$ cat config.mk
export PLATFORM = sky130hd
export DESIGN_NAME = plbd_core
export DESIGN_NICKNAME = d
export VERILOG_FILES = /design/src/rtl/plbd_pkg.sv /design/src/rtl/plbd_core.sv
export SDC_FILE = /design/constraint.sdc
export NUM_CORES = 1
export LEC_CHECK = 0
export BUFFER_PORTS_ARGS = -buffer_cell sky130_fd_sc_hd__buf_4
export CORE_ASPECT_RATIO = 0.6
export CORE_MARGIN = 2
export CORE_UTILIZATION = 55
export DETAILED_ROUTE_END_ITERATION = 16
export HOLD_SLACK_MARGIN = 0.03
export PLACE_DENSITY = 0.74
export SLEW_MARGIN = 20
export SYNTH_ARGS = -nofsm -noshare
export SYNTH_HDL_FRONTEND = slang
export SYNTH_SLANG_ARGS = --single-unit
$ cat constraint.sdc
create_clock -name clock -period 5.3 [get_ports clock]
set_input_delay 0.265 -clock clock [delete_from_list [all_inputs] [get_ports clock]]
set_output_delay 0.265 -clock clock [all_outputs]
set_load 0.03 [all_outputs]
$ cat src/rtl/plbd_pkg.sv
// Constants shared by the loopback, self-test and diagnostic block.
// Assumes a 16-bit management register space with word addresses.
package plbd_pkg;
    // Register addresses
    localparam logic [15:0] ADDR_BASIC_CONTROL = 16'h0000;
    localparam logic [15:0] ADDR_LINK_CONFIG_ONE = 16'h0009;
    localparam logic [15:0] ADDR_SELF_TEST_CONTROL = 16'h0016;
    localparam logic [15:0] ADDR_SELF_TEST_STATUS = 16'h0017;
    localparam logic [15:0] ADDR_FAST_LINK_CONFIG = 16'h001e;
    localparam logic [15:0] ADDR_RECEIVED_BYTE_COUNT = 16'h0071;
    localparam logic [15:0] ADDR_ERROR_BYTE_COUNT = 16'h0072;
    localparam logic [15:0] ADDR_TDR_CONTROL = 16'h00a0;
    localparam logic [15:0] ADDR_TDR_RESULT0 = 16'h00a1;
    localparam logic [15:0] ADDR_TDR_CROSS = 16'h00a6;
    localparam logic [15:0] ADDR_TDR_STATUS = 16'h00a7;
    localparam logic [15:0] ADDR_ENERGY_THRESH = 16'h00a8;
    localparam logic [15:0] ADDR_ENERGY_LISTEN = 16'h00a9;
    localparam logic [15:0] ADDR_LOOPBACK_CONFIG = 16'h00fe;

    // Field positions
    localparam int BC_MII_LOOP_BIT = 14;
    localparam int LINK_CONFIG_ONE_LINK_DROP_BIT = 7;
    localparam int STC_GEN_EN_BIT = 15;
    localparam int STC_CONT_BIT = 14;
    localparam int STC_LONG_PKT_BIT = 13;
    localparam int STC_CHK_EN_BIT = 12;
    localparam int STC_MII_TO_MEDIA_BIT = 5;
    localparam int STC_REV_TO_MAC_BIT = 4;
    localparam int STS_LOCK_BIT = 11;
    localparam int STS_SYNC_LOST_BIT = 10;
    localparam int STS_GEN_BUSY_BIT = 9;
    localparam int TDR_START_BIT = 0;

    // Reset values
    localparam logic [15:0] RST_REG16 = 16'h0000;
    localparam logic [7:0] RST_ENERGY_HI = 8'h40;
    localparam logic [7:0] RST_ENERGY_LO = 8'h20;
    localparam logic [15:0] RST_ENERGY_LISTEN = 16'h0010;

    // Self-test packet shape in bytes, checker lock run and PRBS seed
    localparam logic [10:0] PKT_LEN_SHORT = 11'h040;
    localparam logic [10:0] PKT_LEN_LONG = 11'h5ee;
    localparam logic [10:0] IPG_LEN = 11'h00c;
    localparam logic [4:0] LOCK_GOOD_BYTES = 5'h10;
    localparam logic [14:0] PRBS_SEED = 15'h7fff;

    // Reflectometry storage
    localparam int TDR_SLOTS = 5;
    localparam logic [2:0] TDR_SLOTS_CROSS = 3'h4;

    // Loopback point select, self_test_control[2:0]
    typedef enum logic [2:0] {
        LB_NONE = 3'b000,
        LB_PCS = 3'b001,
        LB_DIGITAL = 3'b010,
        LB_ANALOG = 3'b011,
        LB_EXTERNAL = 3'b100,
        LB_REVERSE = 3'b101
    } plbd_loop_e;

    // Link speed code
    localparam logic [1:0] SPEED_GIG = 2'h2;
endpackage : plbd_pkg

$ cat src/rtl/plbd_core.sv
// Loopback points, PRBS self test, reflectometry capture and energy detect.
// Assumes MAC and media byte streams share the core clock; management
// accesses arrive as one-cycle read and write strobes.
//
// Overview of operation
// - MAC loopback returns data; option also drives media.
// - Coding-sublayer loopback turns data without processing.
// - Digital loopback uses full digital path, skips analog.
// - External loopback at 10/100; analog loopback at gigabit.
// - Reverse loopback returns partner data, ignores MAC.
// - Reverse loopback option also shows data to MAC.
// - Generator sends 15-bit PRBS as packets with gaps.
// - Checker compares received bytes with local LFSR.
// - Error byte count readable at 0x0072.
// - Status shows lock, sync lost, generator busy.
// - Received byte count readable at 0x0071.
// - Continuous mode makes full counters wrap to zero.
// - Control bit 13 picks 64 or 1518 byte packets.
// - Self test runs over digital, analog or external loop.
// - Reflectometry keeps only first five reflections.
// - Cross fault keeps first location plus four reflections.
// - Reflectometry allowed after link drop; results retained.
// - Energy detect uses thresholds, hysteresis, listen periods.
// - Fast link detect modes configured at 0x001E.
// - MAC loopback in basic control; others in self-test control.
module plbd_core
    import plbd_pkg::*;
#(
    parameter int TDR_POS_W = 16
) (
    // Clock and reset
    input wire logic clock,
    input wire logic reset_n,
    // Management register port
    input wire logic [15:0] mgmt_addr,
    input wire logic [15:0] mgmt_wdata,
    input wire logic mgmt_write,
    input wire logic mgmt_read,
    output logic [15:0] mgmt_rdata,
    output logic mgmt_ack,
    // MAC side
    input wire logic [7:0] mac_tx_data,
    input wire logic mac_tx_valid,
    output logic [7:0] mac_rx_data,
    output logic mac_rx_valid,
    // Media side
    output logic [7:0] media_tx_data,
    output logic media_tx_valid,
    input wire logic [7:0] media_rx_data,
    input wire logic media_rx_valid,
    // Core status and controls
    input wire logic [1:0] link_speed,
    input wire logic link_up,
    output logic analog_loop_en,
    output logic link_drop,
    output logic [15:0] fast_link_mode,
    output logic [15:0] loopback_trim,
    // Reflectometry engine
    output logic tdr_run,
    input wire logic tdr_refl_valid,
    input wire logic [TDR_POS_W-1:0] tdr_refl_pos,
    input wire logic tdr_cross_valid,
    input wire logic [TDR_POS_W-1:0] tdr_cross_pos,
    // Energy detector
    input wire logic [7:0] energy_level,
    output logic energy_detect
);
    // Byte-wide PRBS step, x^15 + x^14 + 1; low byte holds the new bits
    function automatic logic [14:0] prbs_step(input logic [14:0] s);
        logic [14:0] t;
        t = s;
        for (int i = 0; i < 8; i++) begin
            t = {t[13:0], t[14] ^ t[13]};
        end
        return t;
    endfunction : prbs_step

    // Counter step: saturate, or wrap in continuous mode
    function automatic logic [15:0] cnt_step(input logic [15:0] v, input logic cont);
        if (v == 16'hffff) begin
            return cont ? 16'h0000 : 16'hffff;
        end
        return v + 16'h0001;
    endfunction : cnt_step

    logic [15:0] basic_control;
    logic [15:0] link_config_one;
    logic [15:0] self_test_control;
    logic [15:0] fast_link_config;
    logic [15:0] loopback_config;
    logic [15:0] received_byte_count;
    logic [15:0] error_byte_count;
    logic [15:0] energy_thresh;
    logic [15:0] energy_listen;
    logic sync_lost;
    logic chk_locked;
    logic [4:0] good_run;
    logic [14:0] gen_state;
    logic [14:0] chk_state;
    logic [10:0] gen_count;
    logic gen_in_gap;
    logic [7:0] tx_pcs_data;
    logic tx_pcs_valid;
    logic [7:0] tx_dsp_data;
    logic tx_dsp_valid;
    logic [7:0] rx_dsp_data;
    logic rx_dsp_valid;
    logic [7:0] rx_pcs_data;
    logic rx_pcs_valid;
    logic [TDR_POS_W-1:0] tdr_refl [TDR_SLOTS];
    logic [2:0] tdr_count;
    logic [TDR_POS_W-1:0] tdr_cross;
    logic tdr_cross_seen;
    logic [15:0] listen_count;

    // Loopback point decode; MAC loopback wins so only one point is live
    wire mii_loop = basic_control[BC_MII_LOOP_BIT];
    wire plbd_loop_e loop_sel = mii_loop ? LB_NONE : plbd_loop_e'(self_test_control[2:0]);
    wire pcs_loop = (loop_sel == LB_PCS);
    wire dig_loop = (loop_sel == LB_DIGITAL);
    wire rev_loop = (loop_sel == LB_REVERSE);
    // External wiring cannot carry gigabit signalling, so fold it to analog
    wire ana_loop = (loop_sel == LB_ANALOG) || (loop_sel == LB_EXTERNAL && link_speed == SPEED_GIG);
    wire gen_en = self_test_control[STC_GEN_EN_BIT];
    wire chk_en = self_test_control[STC_CHK_EN_BIT];
    wire cont_mode = self_test_control[STC_CONT_BIT];
    wire [10:0] pkt_len = self_test_control[STC_LONG_PKT_BIT] ? PKT_LEN_LONG : PKT_LEN_SHORT;

    // Generator output and transmit source
    wire [14:0] gen_next = prbs_step(gen_state);
    wire gen_byte = gen_en && !gen_in_gap;
    wire [7:0] src_data = gen_en ? gen_next[7:0] : mac_tx_data;
    wire src_valid = gen_en ? gen_byte : mac_tx_valid;

    // Receive input: digital loop turns just before the analog front end
    wire [7:0] rx_in_data = dig_loop ? tx_dsp_data : media_rx_data;
    wire rx_in_valid = dig_loop ? tx_dsp_valid : media_rx_valid;
    // Coding-sublayer loop bypasses both signal processing stages
    wire [7:0] rx_pcs_in_data = pcs_loop ? tx_pcs_data : rx_dsp_data;
    wire rx_pcs_in_valid = pcs_loop ? tx_pcs_valid : rx_dsp_valid;

    // Checker view of received bytes
    wire [14:0] chk_expect = prbs_step(chk_state);
    wire chk_byte = chk_en && rx_pcs_valid;
    wire chk_match = (rx_pcs_data == chk_expect[7:0]);
    wire chk_err = chk_byte && chk_locked && !chk_match;

    // Management decode
    wire wr_basic = mgmt_write && mgmt_addr == ADDR_BASIC_CONTROL;
    wire wr_stc = mgmt_write && mgmt_addr == ADDR_SELF_TEST_CONTROL;
    wire wr_tdr = mgmt_write && mgmt_addr == ADDR_TDR_CONTROL;
    wire tdr_allowed = !link_up || link_config_one[LINK_CONFIG_ONE_LINK_DROP_BIT];
    wire tdr_start = wr_tdr && mgmt_wdata[TDR_START_BIT] && tdr_allowed;
    wire [2:0] tdr_limit = tdr_cross_seen ? TDR_SLOTS_CROSS : 3'(TDR_SLOTS);
    wire tdr_take = tdr_refl_valid && tdr_count < tdr_limit;
    wire [15:0] status_word = (16'(chk_locked) << STS_LOCK_BIT) | (16'(sync_lost) << STS_SYNC_LOST_BIT)
        | (16'(gen_en) << STS_GEN_BUSY_BIT);
    wire [15:0] tdr_index = mgmt_addr - ADDR_TDR_RESULT0;
    wire tdr_slot_hit = mgmt_addr >= ADDR_TDR_RESULT0 && tdr_index < 16'(TDR_SLOTS);
    wire [15:0] read_word =
        (mgmt_addr == ADDR_BASIC_CONTROL) ? basic_control :
        (mgmt_addr == ADDR_LINK_CONFIG_ONE) ? link_config_one :
        (mgmt_addr == ADDR_SELF_TEST_CONTROL) ? self_test_control :
        (mgmt_addr == ADDR_SELF_TEST_STATUS) ? status_word :
        (mgmt_addr == ADDR_FAST_LINK_CONFIG) ? fast_link_config :
        (mgmt_addr == ADDR_RECEIVED_BYTE_COUNT) ? received_byte_count :
        (mgmt_addr == ADDR_ERROR_BYTE_COUNT) ? error_byte_count :
        tdr_slot_hit ? 16'(tdr_refl[tdr_index[2:0]]) :
        (mgmt_addr == ADDR_TDR_CROSS) ? 16'(tdr_cross) :
        (mgmt_addr == ADDR_TDR_STATUS) ? {12'h000, tdr_cross_seen, tdr_count} :
        (mgmt_addr == ADDR_ENERGY_THRESH) ? energy_thresh :
        (mgmt_addr == ADDR_ENERGY_LISTEN) ? energy_listen :
        (mgmt_addr == ADDR_LOOPBACK_CONFIG) ? loopback_config : 16'h0000;

    // Plain configuration outputs
    assign analog_loop_en = ana_loop;
    assign link_drop = link_config_one[LINK_CONFIG_ONE_LINK_DROP_BIT];
    assign fast_link_mode = fast_link_config;
    assign loopback_trim = loopback_config;
    assign tdr_run = tdr_start;

    // Register writes
    always_ff @(posedge clock or negedge reset_n) begin
        if (!reset_n) begin
            basic_control <= RST_REG16;
            link_config_one <= RST_REG16;
            self_test_control <= RST_REG16;
            fast_link_config <= RST_REG16;
            loopback_config <= RST_REG16;
            energy_thresh <= {RST_ENERGY_HI, RST_ENERGY_LO};
            energy_listen <= RST_ENERGY_LISTEN;
        end else if (mgmt_write) begin
            if (wr_basic) basic_control <= mgmt_wdata;
            if (mgmt_addr == ADDR_LINK_CONFIG_ONE) link_config_one <= mgmt_wdata;
            if (wr_stc) self_test_control <= mgmt_wdata;
            if (mgmt_addr == ADDR_FAST_LINK_CONFIG) fast_link_config <= mgmt_wdata;
            if (mgmt_addr == ADDR_LOOPBACK_CONFIG) loopback_config <= mgmt_wdata;
            if (mgmt_addr == ADDR_ENERGY_THRESH) energy_thresh <= mgmt_wdata;
            if (mgmt_addr == ADDR_ENERGY_LISTEN) energy_listen <= mgmt_wdata;
        end
    end

    // Read answer one cycle after the strobe
    always_ff @(posedge clock or negedge reset_n) begin
        if (!reset_n) begin
            mgmt_rdata <= 16'h0000;
            mgmt_ack <= 1'b0;
        end else begin
            mgmt_ack <= mgmt_read || mgmt_write;
            mgmt_rdata <= mgmt_read ? read_word : mgmt_rdata;
        end
    end

    // Packet generator: bytes of a running sequence, then an idle gap
    always_ff @(posedge clock or negedge reset_n) begin
        if (!reset_n) begin
            gen_state <= PRBS_SEED;
            gen_count <= 11'h000;
            gen_in_gap <= 1'b0;
        end else if (!gen_en) begin
            gen_count <= 11'h000;
            gen_in_gap <= 1'b0;
        end else if (!gen_in_gap) begin
            gen_state <= gen_next;
            gen_count <= (gen_count == pkt_len - 11'h001) ? 11'h000 : gen_count + 11'h001;
            gen_in_gap <= (gen_count == pkt_len - 11'h001);
        end else begin
            gen_count <= (gen_count == IPG_LEN - 11'h001) ? 11'h000 : gen_count + 11'h001;
            gen_in_gap <= (gen_count != IPG_LEN - 11'h001);
        end
    end

    // Datapath stages; the generator replaces MAC data while it runs
    always_ff @(posedge clock or negedge reset_n) begin
        if (!reset_n) begin
            tx_pcs_data <= 8'h00;
            tx_pcs_valid <= 1'b0;
            tx_dsp_data <= 8'h00;
            tx_dsp_valid <= 1'b0;
            rx_dsp_data <= 8'h00;
            rx_dsp_valid <= 1'b0;
            rx_pcs_data <= 8'h00;
            rx_pcs_valid <= 1'b0;
        end else begin
            tx_pcs_data <= src_data;
            tx_pcs_valid <= src_valid && !rev_loop;
            tx_dsp_data <= tx_pcs_data;
            tx_dsp_valid <= tx_pcs_valid;
            rx_dsp_data <= rx_in_data;
            rx_dsp_valid <= rx_in_valid;
            rx_pcs_data <= rx_pcs_in_data;
            rx_pcs_valid <= rx_pcs_in_valid;
        end
    end

    // Media and MAC outputs per loopback point
    always_ff @(posedge clock or negedge reset_n) begin
        if (!reset_n) begin
            media_tx_data <= 8'h00;
            media_tx_valid <= 1'b0;
            mac_rx_data <= 8'h00;
            mac_rx_valid <= 1'b0;
        end else if (mii_loop) begin
            mac_rx_data <= mac_tx_data;
            mac_rx_valid <= mac_tx_valid;
            media_tx_data <= tx_dsp_data;
            media_tx_valid <= tx_dsp_valid && self_test_control[STC_MII_TO_MEDIA_BIT];
        end else if (rev_loop) begin
            media_tx_data <= rx_pcs_data;
            media_tx_valid <= rx_pcs_valid;
            mac_rx_data <= rx_pcs_data;
            mac_rx_valid <= rx_pcs_valid && self_test_control[STC_REV_TO_MAC_BIT];
        end else begin
            // Coding-sublayer and digital loops keep the line quiet to avoid upsetting the partner
            media_tx_data <= tx_dsp_data;
            media_tx_valid <= tx_dsp_valid && !pcs_loop && !dig_loop;
            mac_rx_data <= rx_pcs_data;
            mac_rx_valid <= rx_pcs_valid;
        end
    end

    // Checker: self-synchronising on received bytes, lock after a good run
    always_ff @(posedge clock or negedge reset_n) begin
        if (!reset_n) begin
            chk_state <= PRBS_SEED;
            chk_locked <= 1'b0;
            good_run <= 5'h00;
            sync_lost <= 1'b0;
        end else if (!chk_en) begin
            chk_locked <= 1'b0;
            good_run <= 5'h00;
            sync_lost <= 1'b0;
        end else if (chk_byte) begin
            chk_state <= {chk_state[6:0], rx_pcs_data};
            good_run <= chk_match ? ((good_run == LOCK_GOOD_BYTES) ? good_run : good_run + 5'h01) : 5'h00;
            chk_locked <= chk_match && (chk_locked || good_run == LOCK_GOOD_BYTES - 5'h01);
            sync_lost <= sync_lost || chk_err;
        end
    end

    // Byte counters; restarted by a write that enables the checker
    always_ff @(posedge clock or negedge reset_n) begin
        if (!reset_n) begin
            received_byte_count <= 16'h0000;
            error_byte_count <= 16'h0000;
        end else if (wr_stc && mgmt_wdata[STC_CHK_EN_BIT] && !chk_en) begin
            received_byte_count <= 16'h0000;
            error_byte_count <= 16'h0000;
        end else if (chk_byte) begin
            received_byte_count <= cnt_step(received_byte_count, cont_mode);
            if (chk_err) error_byte_count <= cnt_step(error_byte_count, cont_mode);
        end
    end

    // Reflectometry capture; results stay until the next start
    always_ff @(posedge clock or negedge reset_n) begin
        if (!reset_n) begin
            tdr_count <= 3'h0;
            tdr_cross <= '0;
            tdr_cross_seen <= 1'b0;
            for (int i = 0; i < TDR_SLOTS; i++) tdr_refl[i] <= '0;
        end else if (tdr_start) begin
            tdr_count <= 3'h0;
            tdr_cross_seen <= 1'b0;
        end else begin
            if (tdr_cross_valid && !tdr_cross_seen) begin
                tdr_cross <= tdr_cross_pos;
                tdr_cross_seen <= 1'b1;
            end
            if (tdr_take) begin
                tdr_refl[tdr_count] <= tdr_refl_pos;
                tdr_count <= tdr_count + 3'h1;
            end
        end
    end

    // Energy detect: hysteresis band, level must persist a listen period
    always_ff @(posedge clock or negedge reset_n) begin
        if (!reset_n) begin
            energy_detect <= 1'b0;
            listen_count <= 16'h0000;
        end else if (energy_detect ? energy_level < energy_thresh[7:0] : energy_level > energy_thresh[15:8]) begin
            listen_count <= listen_count + 16'h0001;
            if (listen_count + 16'h0001 >= energy_listen) begin
                energy_detect <= !energy_detect;
                listen_count <= 16'h0000;
            end
        end else begin
            listen_count <= 16'h0000;
        end
    end
endmodule : plbd_core

Word-level counts from Yosys, hierarchy flattened
Index checks and enable logic that the tools add are counted.
- register bits after elaboration: 381
- output and inout port bits: 71
- add/subtract/negate cells: 8
- order comparisons: 9
- equality and inequality tests: 28
- multiplexer cells: 73
- bitwise operators: 22
- reductions and logical operators: 55
- operators with widths (kind ; number):
    16-bit two-way mux ; 28
    16-bit by 8-bit == test with 1-bit output (second input constant) ; 6
    80-bit bitwise mux ; 1
    11-bit two-way mux ; 5
    16-bit by 1-bit adder with 16-bit output (second input constant) ; 3
    16-bit binary-select mux with 3-bit select ; 1
    16-bit demux with 3-bit select ; 1
    16-bit by 5-bit == test with 1-bit output (second input constant) ; 3
    8-bit two-way mux ; 6
    16-bit == test (second input constant) ; 2
    16-bit by 7-bit == test with 1-bit output (second input constant) ; 2
    2-bit AND reduction ; 14
    1-bit two-way mux ; 24
    1-bit logical AND ; 22
    5-bit two-way mux ; 4
    16-bit by 4-bit == test with 1-bit output (second input constant) ; 1
    16-bit >= comparator ; 1
    16-bit by 8-bit >= comparator with 1-bit output (second input constant) ; 1
    16-bit zero test ; 1
    16-bit by 3-bit less-than comparator with 1-bit output (second input constant) ; 1
    16-bit by 8-bit subtractor with 16-bit output (second input constant) ; 1
    1-bit bitwise XOR ; 16
    12-bit by 10-bit OR with 12-bit output ; 1
    12-bit by 11-bit OR with 12-bit output ; 1
    27 further kinds ; 49

Longest topological paths before layout
- depth in word-level cells: 14
- gate-level depth with buffers: 15
- depth with buffers taken out: 14

Worst setup path after synthesis
No wires, ideal clock.
- path kind: input port to flip-flop
- start: in mgmt_addr[0]
- end: reg mgmt_rdata[10]
- library setup time: 0.082 ns
- arrival: 3.651 ns
- data required time: 5.218 ns
- path slack: 1.567 ns
- stages on the path: 14
- buffers on the path: 5
- path through: clkbuf_1 inv_1 clkbuf_1 buf_1 ha_1 buf_2 or4b_1 a21oi_1 o21ai_0 a2111oi_4 and2_0 buf_2 mux2_2 o22ai_1
- cells in the longest elaborated chain, start to end: 14
- elaborated cells between the ends (all ways): 33
- those cells by class: add/sub (1); order compare (2); eq/ne (11); mux (16); bitwise (1); reduce/logical (2)
- RTL lines (what ; line ; RTL):
    start: declaration ; plbd_core.sv:35 ; input wire logic [15:0] mgmt_addr,
    parallel branches: the longest is 13 deep, another holds 16-bit by 8-bit subtractor with 16-bit output ; - ;
    16-bit two-way mux (*) ; plbd_core.sv:161 ; (mgmt_addr == ADDR_BASIC_CONTROL) ? basic_control :
    end signal: assignment ; plbd_core.sv:210 ; mgmt_rdata <= mgmt_read ? read_word : mgmt_rdata;
    end: declaration ; plbd_core.sv:39 ; output logic [15:0] mgmt_rdata,
Every way passes the cells marked *. The select of a mux whose other input is x is not followed.
A chain may end at the register's enable or synchronous reset.

Worst setup path in the final report
Same ends and word-level chain as after synthesis.

==> flow_metrics.py <==
metrics = {
    "setup_path": {
        "end_kind": "flip-flop",
        "startpoint_type": "primary input",
        "path_buf_inv": 3,
        "worstPathCellList": "buf_4 > inv_1 > buf_4 > ha_1 > or4b_1 > a21oi_1 > o21ai_0 > a2111oi_4 > and2_0 > mux2_2 > o22ai_1",
        "path_class": "in -> reg",
        "critPathRequiredTime_ps": 5770,
        "reg2reg_depth": 14,
        "worst_path_most_repeated_cell": "buf_4",
        "timing.rr.end": "listen_count[11]",
        "reg2reg_setup_slack_ps": 1830,
        "reg2reg_from": "listen_count[2]",
        "slowest_stage": "a2111oi_4",
        "critPathTopFamily": "compound AO/OA/AOI/OAI gates",
        "critical_path_peak_fanout": 33,
        "critPathMaxStageDelay_ps": 650,
        "crit_arrival_ps": 4050,
    },
    "sta": {
        "finalCritPeriodShare_pct": 67.5,
        "setup_violations": 0,
        "tightest_slew_ps": 1050,
        "skew_ps": 17.7,
        "hold_violations": 0,
        "max_freq_mhz": 279,
        "min_period_ps": 3580,
        "rsz0062_at_grt": "no",
        "timing.setup.tns_ps": 0,
        "setup_ws_ps": 1720,
        "drv_slew": 0,
        "max-slew-margin-rel_pct": 29.1,
    },
    "yosys": {
        "ys_warn_count": 0,
        "synth_top_area_share_pct": 45.1,
        "ys_ff_latch": 381,
        "synth-async-reset-ratio_pct": 100,
        "ys_seq_area_share_pct": 49.6,
        "ys_top_cells_by_count": "348 x dfrtp_1, 218 x mux2_2, 159 x nand2_1",
        "syn_inst": 1778,
        "synth_area_per_cell_um2": 10.9,
        "yosysUniqueCellTypes": 80,
        "synthFlopType": "dfrtp_1",
        "syn_nets": 1921,
        "yosys.area.top_type": "dfrtp_1",
        "synth_edf_count": 0,
        "syn_area_um2": 19300,
        "yosysMostFrequentCell": "dfrtp_1",
        "synth.top_cells.by_area": "dfrtp_1 45%, mux2_2 13%, dfstp_2 4.5%",
    },
    "clock_network": {
        "cts_tree": "yes",
        "cts_setup_buffers": 0,
        "clock_path_buffers": 3,
        "clk_pin_slew_worst_paths_ps": 70,
        "htreeDepth": 2,
        "clock_latency_ps": 550,
        "cts_buffers": 38,
        "clock_sinks": 381,
        "root_buffer": "clkbuf_16",
    },
    "global_route": {
        "antenna_found_initial": 3,
        "grt_max_degree": 157,
        "grt_pass1_vias": 14700,
        "grt-ovfl-total": 0,
        "grt_pass1_wl_um": 88300,
        "grt_use_total_pct": 31.8,
    },
    "floorplan": {
        "dieArea_um2": 36600,
        "chipHeight_um": 149,
        "row_count": 53,
        "core-area_um2": 34800,
        "fp.dieW_um": 246,
        "initial_utilization_pct": 55.4,
        "ios": 170,
    },
    "place": {
        "hpwl_um": 40700,
        "post-place-ws_ps": 1300,
        "port_buffers": 169,
        "gp_congestion": 0.918,
    },
    "power_and_ir_drop": {
        "powerDensity_nw_per_um2": 323,
        "ir_worst_vdd_mv": 0.330,
        "leakagePower_nw": 10.4,
    },
    "min_path": {
        "hold_path_class": "in -> reg",
        "min_to": "energy_listen[5]",
        "hold_depth": 2,
        "hp-start": "mgmt_wdata[5]",
    },
    "final_layout": {
        "drive_gt1_share_pct": 27.2,
        "nFillCells": 2682,
        "syn_to_final_growth_pct": 18.3,
        "utilization_pct": 65.6,
        "final_nets": 2119,
    },
    "routing": {
        "drc": 0,
        "drt-initial-drc-count": 1814,
        "dr_total_vias": 15300,
        "ant_nets": 0,
        "wirelength_um": 57000,
        "vias_per_cell": 6.17,
        "dr.pass1.iters": 6,
        "wl_per_cell_um": 23.1,
    },
    "outcome": {
        "run_status": "completed",
    },
    "job": {
        "max_cap_violations": 0,
    },
}
[placed cells by master, fill, tap and decap left out, types with 29 or more instances in the layout]
cell	instances
a21oi_1	115
dfstp_2	33
buf_4	184
mux2_1	40
nand2_1	159
mux2_2	218
dfrtp_1	348
ha_1	44
xnor2_1	29
nand3_1	41
nor3_1	38
o21ai_0	59
nor2_1	131
inv_1	67
dlygate4sd3_1	61
clkbuf_16	39
[how the worst max path moves through the flow]
| stage | slack [ps] | end | start | cells past startpoint |
|---|---|---|---|---|
| global placement | 1440 | mgmt_rdata[10] | mgmt_addr[0] | 11 |
| global route | 1460 | mgmt_rdata[10] | mgmt_addr[0] | 11 |
| CTS | 1650 | listen_count[11] | listen_count[2] | 13 |
| detailed placement | 1300 | mgmt_rdata[8] | mgmt_addr[0] | 10 |
| finish | 1720 | mgmt_rdata[10] | mgmt_addr[0] | 11 |
| floorplan | 1570 | mgmt_rdata[10] | mgmt_addr[0] | 14 |
[timing repair]
action | 4_1_cts | 5_1_grt
endpoints found under the hold margin | 249 | 0
resized for setup | 0 | 0
hold buffers | 61 | 0
[flip-flops by register name (all words and copies together), names as in the netlist, 5 cells and up]
| name | count |
|---|---|
| error_byte_count | 16 |
| energy_listen | 16 |
| tdr_refl | 80 |
| rx_pcs_data | 8 |
| tx_pcs_data | 8 |
| fast_link_mode | 16 |
| received_byte_count | 16 |
| energy_thresh | 16 |
| gen_state | 15 |
| self_test_control | 16 |
| media_tx_data | 8 |
| gen_count | 11 |
| link_config_one | 16 |
| mac_rx_data | 8 |
| loopback_trim | 16 |
| rx_dsp_data | 8 |
| chk_state | 15 |
| tdr_cross | 16 |
| mgmt_rdata | 16 |
| basic_control | 16 |
| good_run | 5 |
| listen_count | 16 |
| tx_dsp_data | 8 |
[routing by layer]
metal	global-route usage, %	routed length, um
met2	42.4	23200
met1	48.0	25500
met5	3.34	162
met3	11.5	6740
met4	8.61	1370
[report_power, final]
part / internal [mW] / switching, mW / total (mW)
registers: 3.28 / 0.233 / 3.51
logic: 0.566 / 0.603 / 1.17
clock network: 1.54 / 1.15 / 2.69
[kinds of logic after synthesis]
family,after synthesis,share of synthesized area (%)
xor gates and xnor gates,48,2.18
adders and majority gates,44,2.85
buffers and inverters,158,3.53
muxes,283,16.4
AOI/OAI and AO/OA,348,11.9
DFF,381,49.6
and+or+nand+nor,516,13.6
[through the flow]
stage	std cells	hold WS, ps	power (mW)	instance area [um^2]
finish	2473	47.4	7.38	22800
global route	2472	39.0	7.70	22800
CTS	2471	40.2	7.40	22800
detailed placement	2341	330	4.68	20900
global placement	2341	330	4.61	20900
floorplan	1778	-30.6	4.24	19300
[layout make-up]
cell class / instances / area, um^2 / share of cell area, %
Sequential cell: 381 / 9580 / 41.9
Multi-Input combinational cell: 1239 / 9120 / 39.9
Timing Repair Buffer: 249 / 2050 / 9.00
Clock buffer: 60 / 1180 / 5.19
Tap cell: 467 / 584 / 2.56
Inverter: 67 / 251 / 1.10
Clock inverter: 9 / 57.6 / 0.252
Antenna cell: 1 / 2.50 / 0.0110
Power figures use the tool's default switching activity.
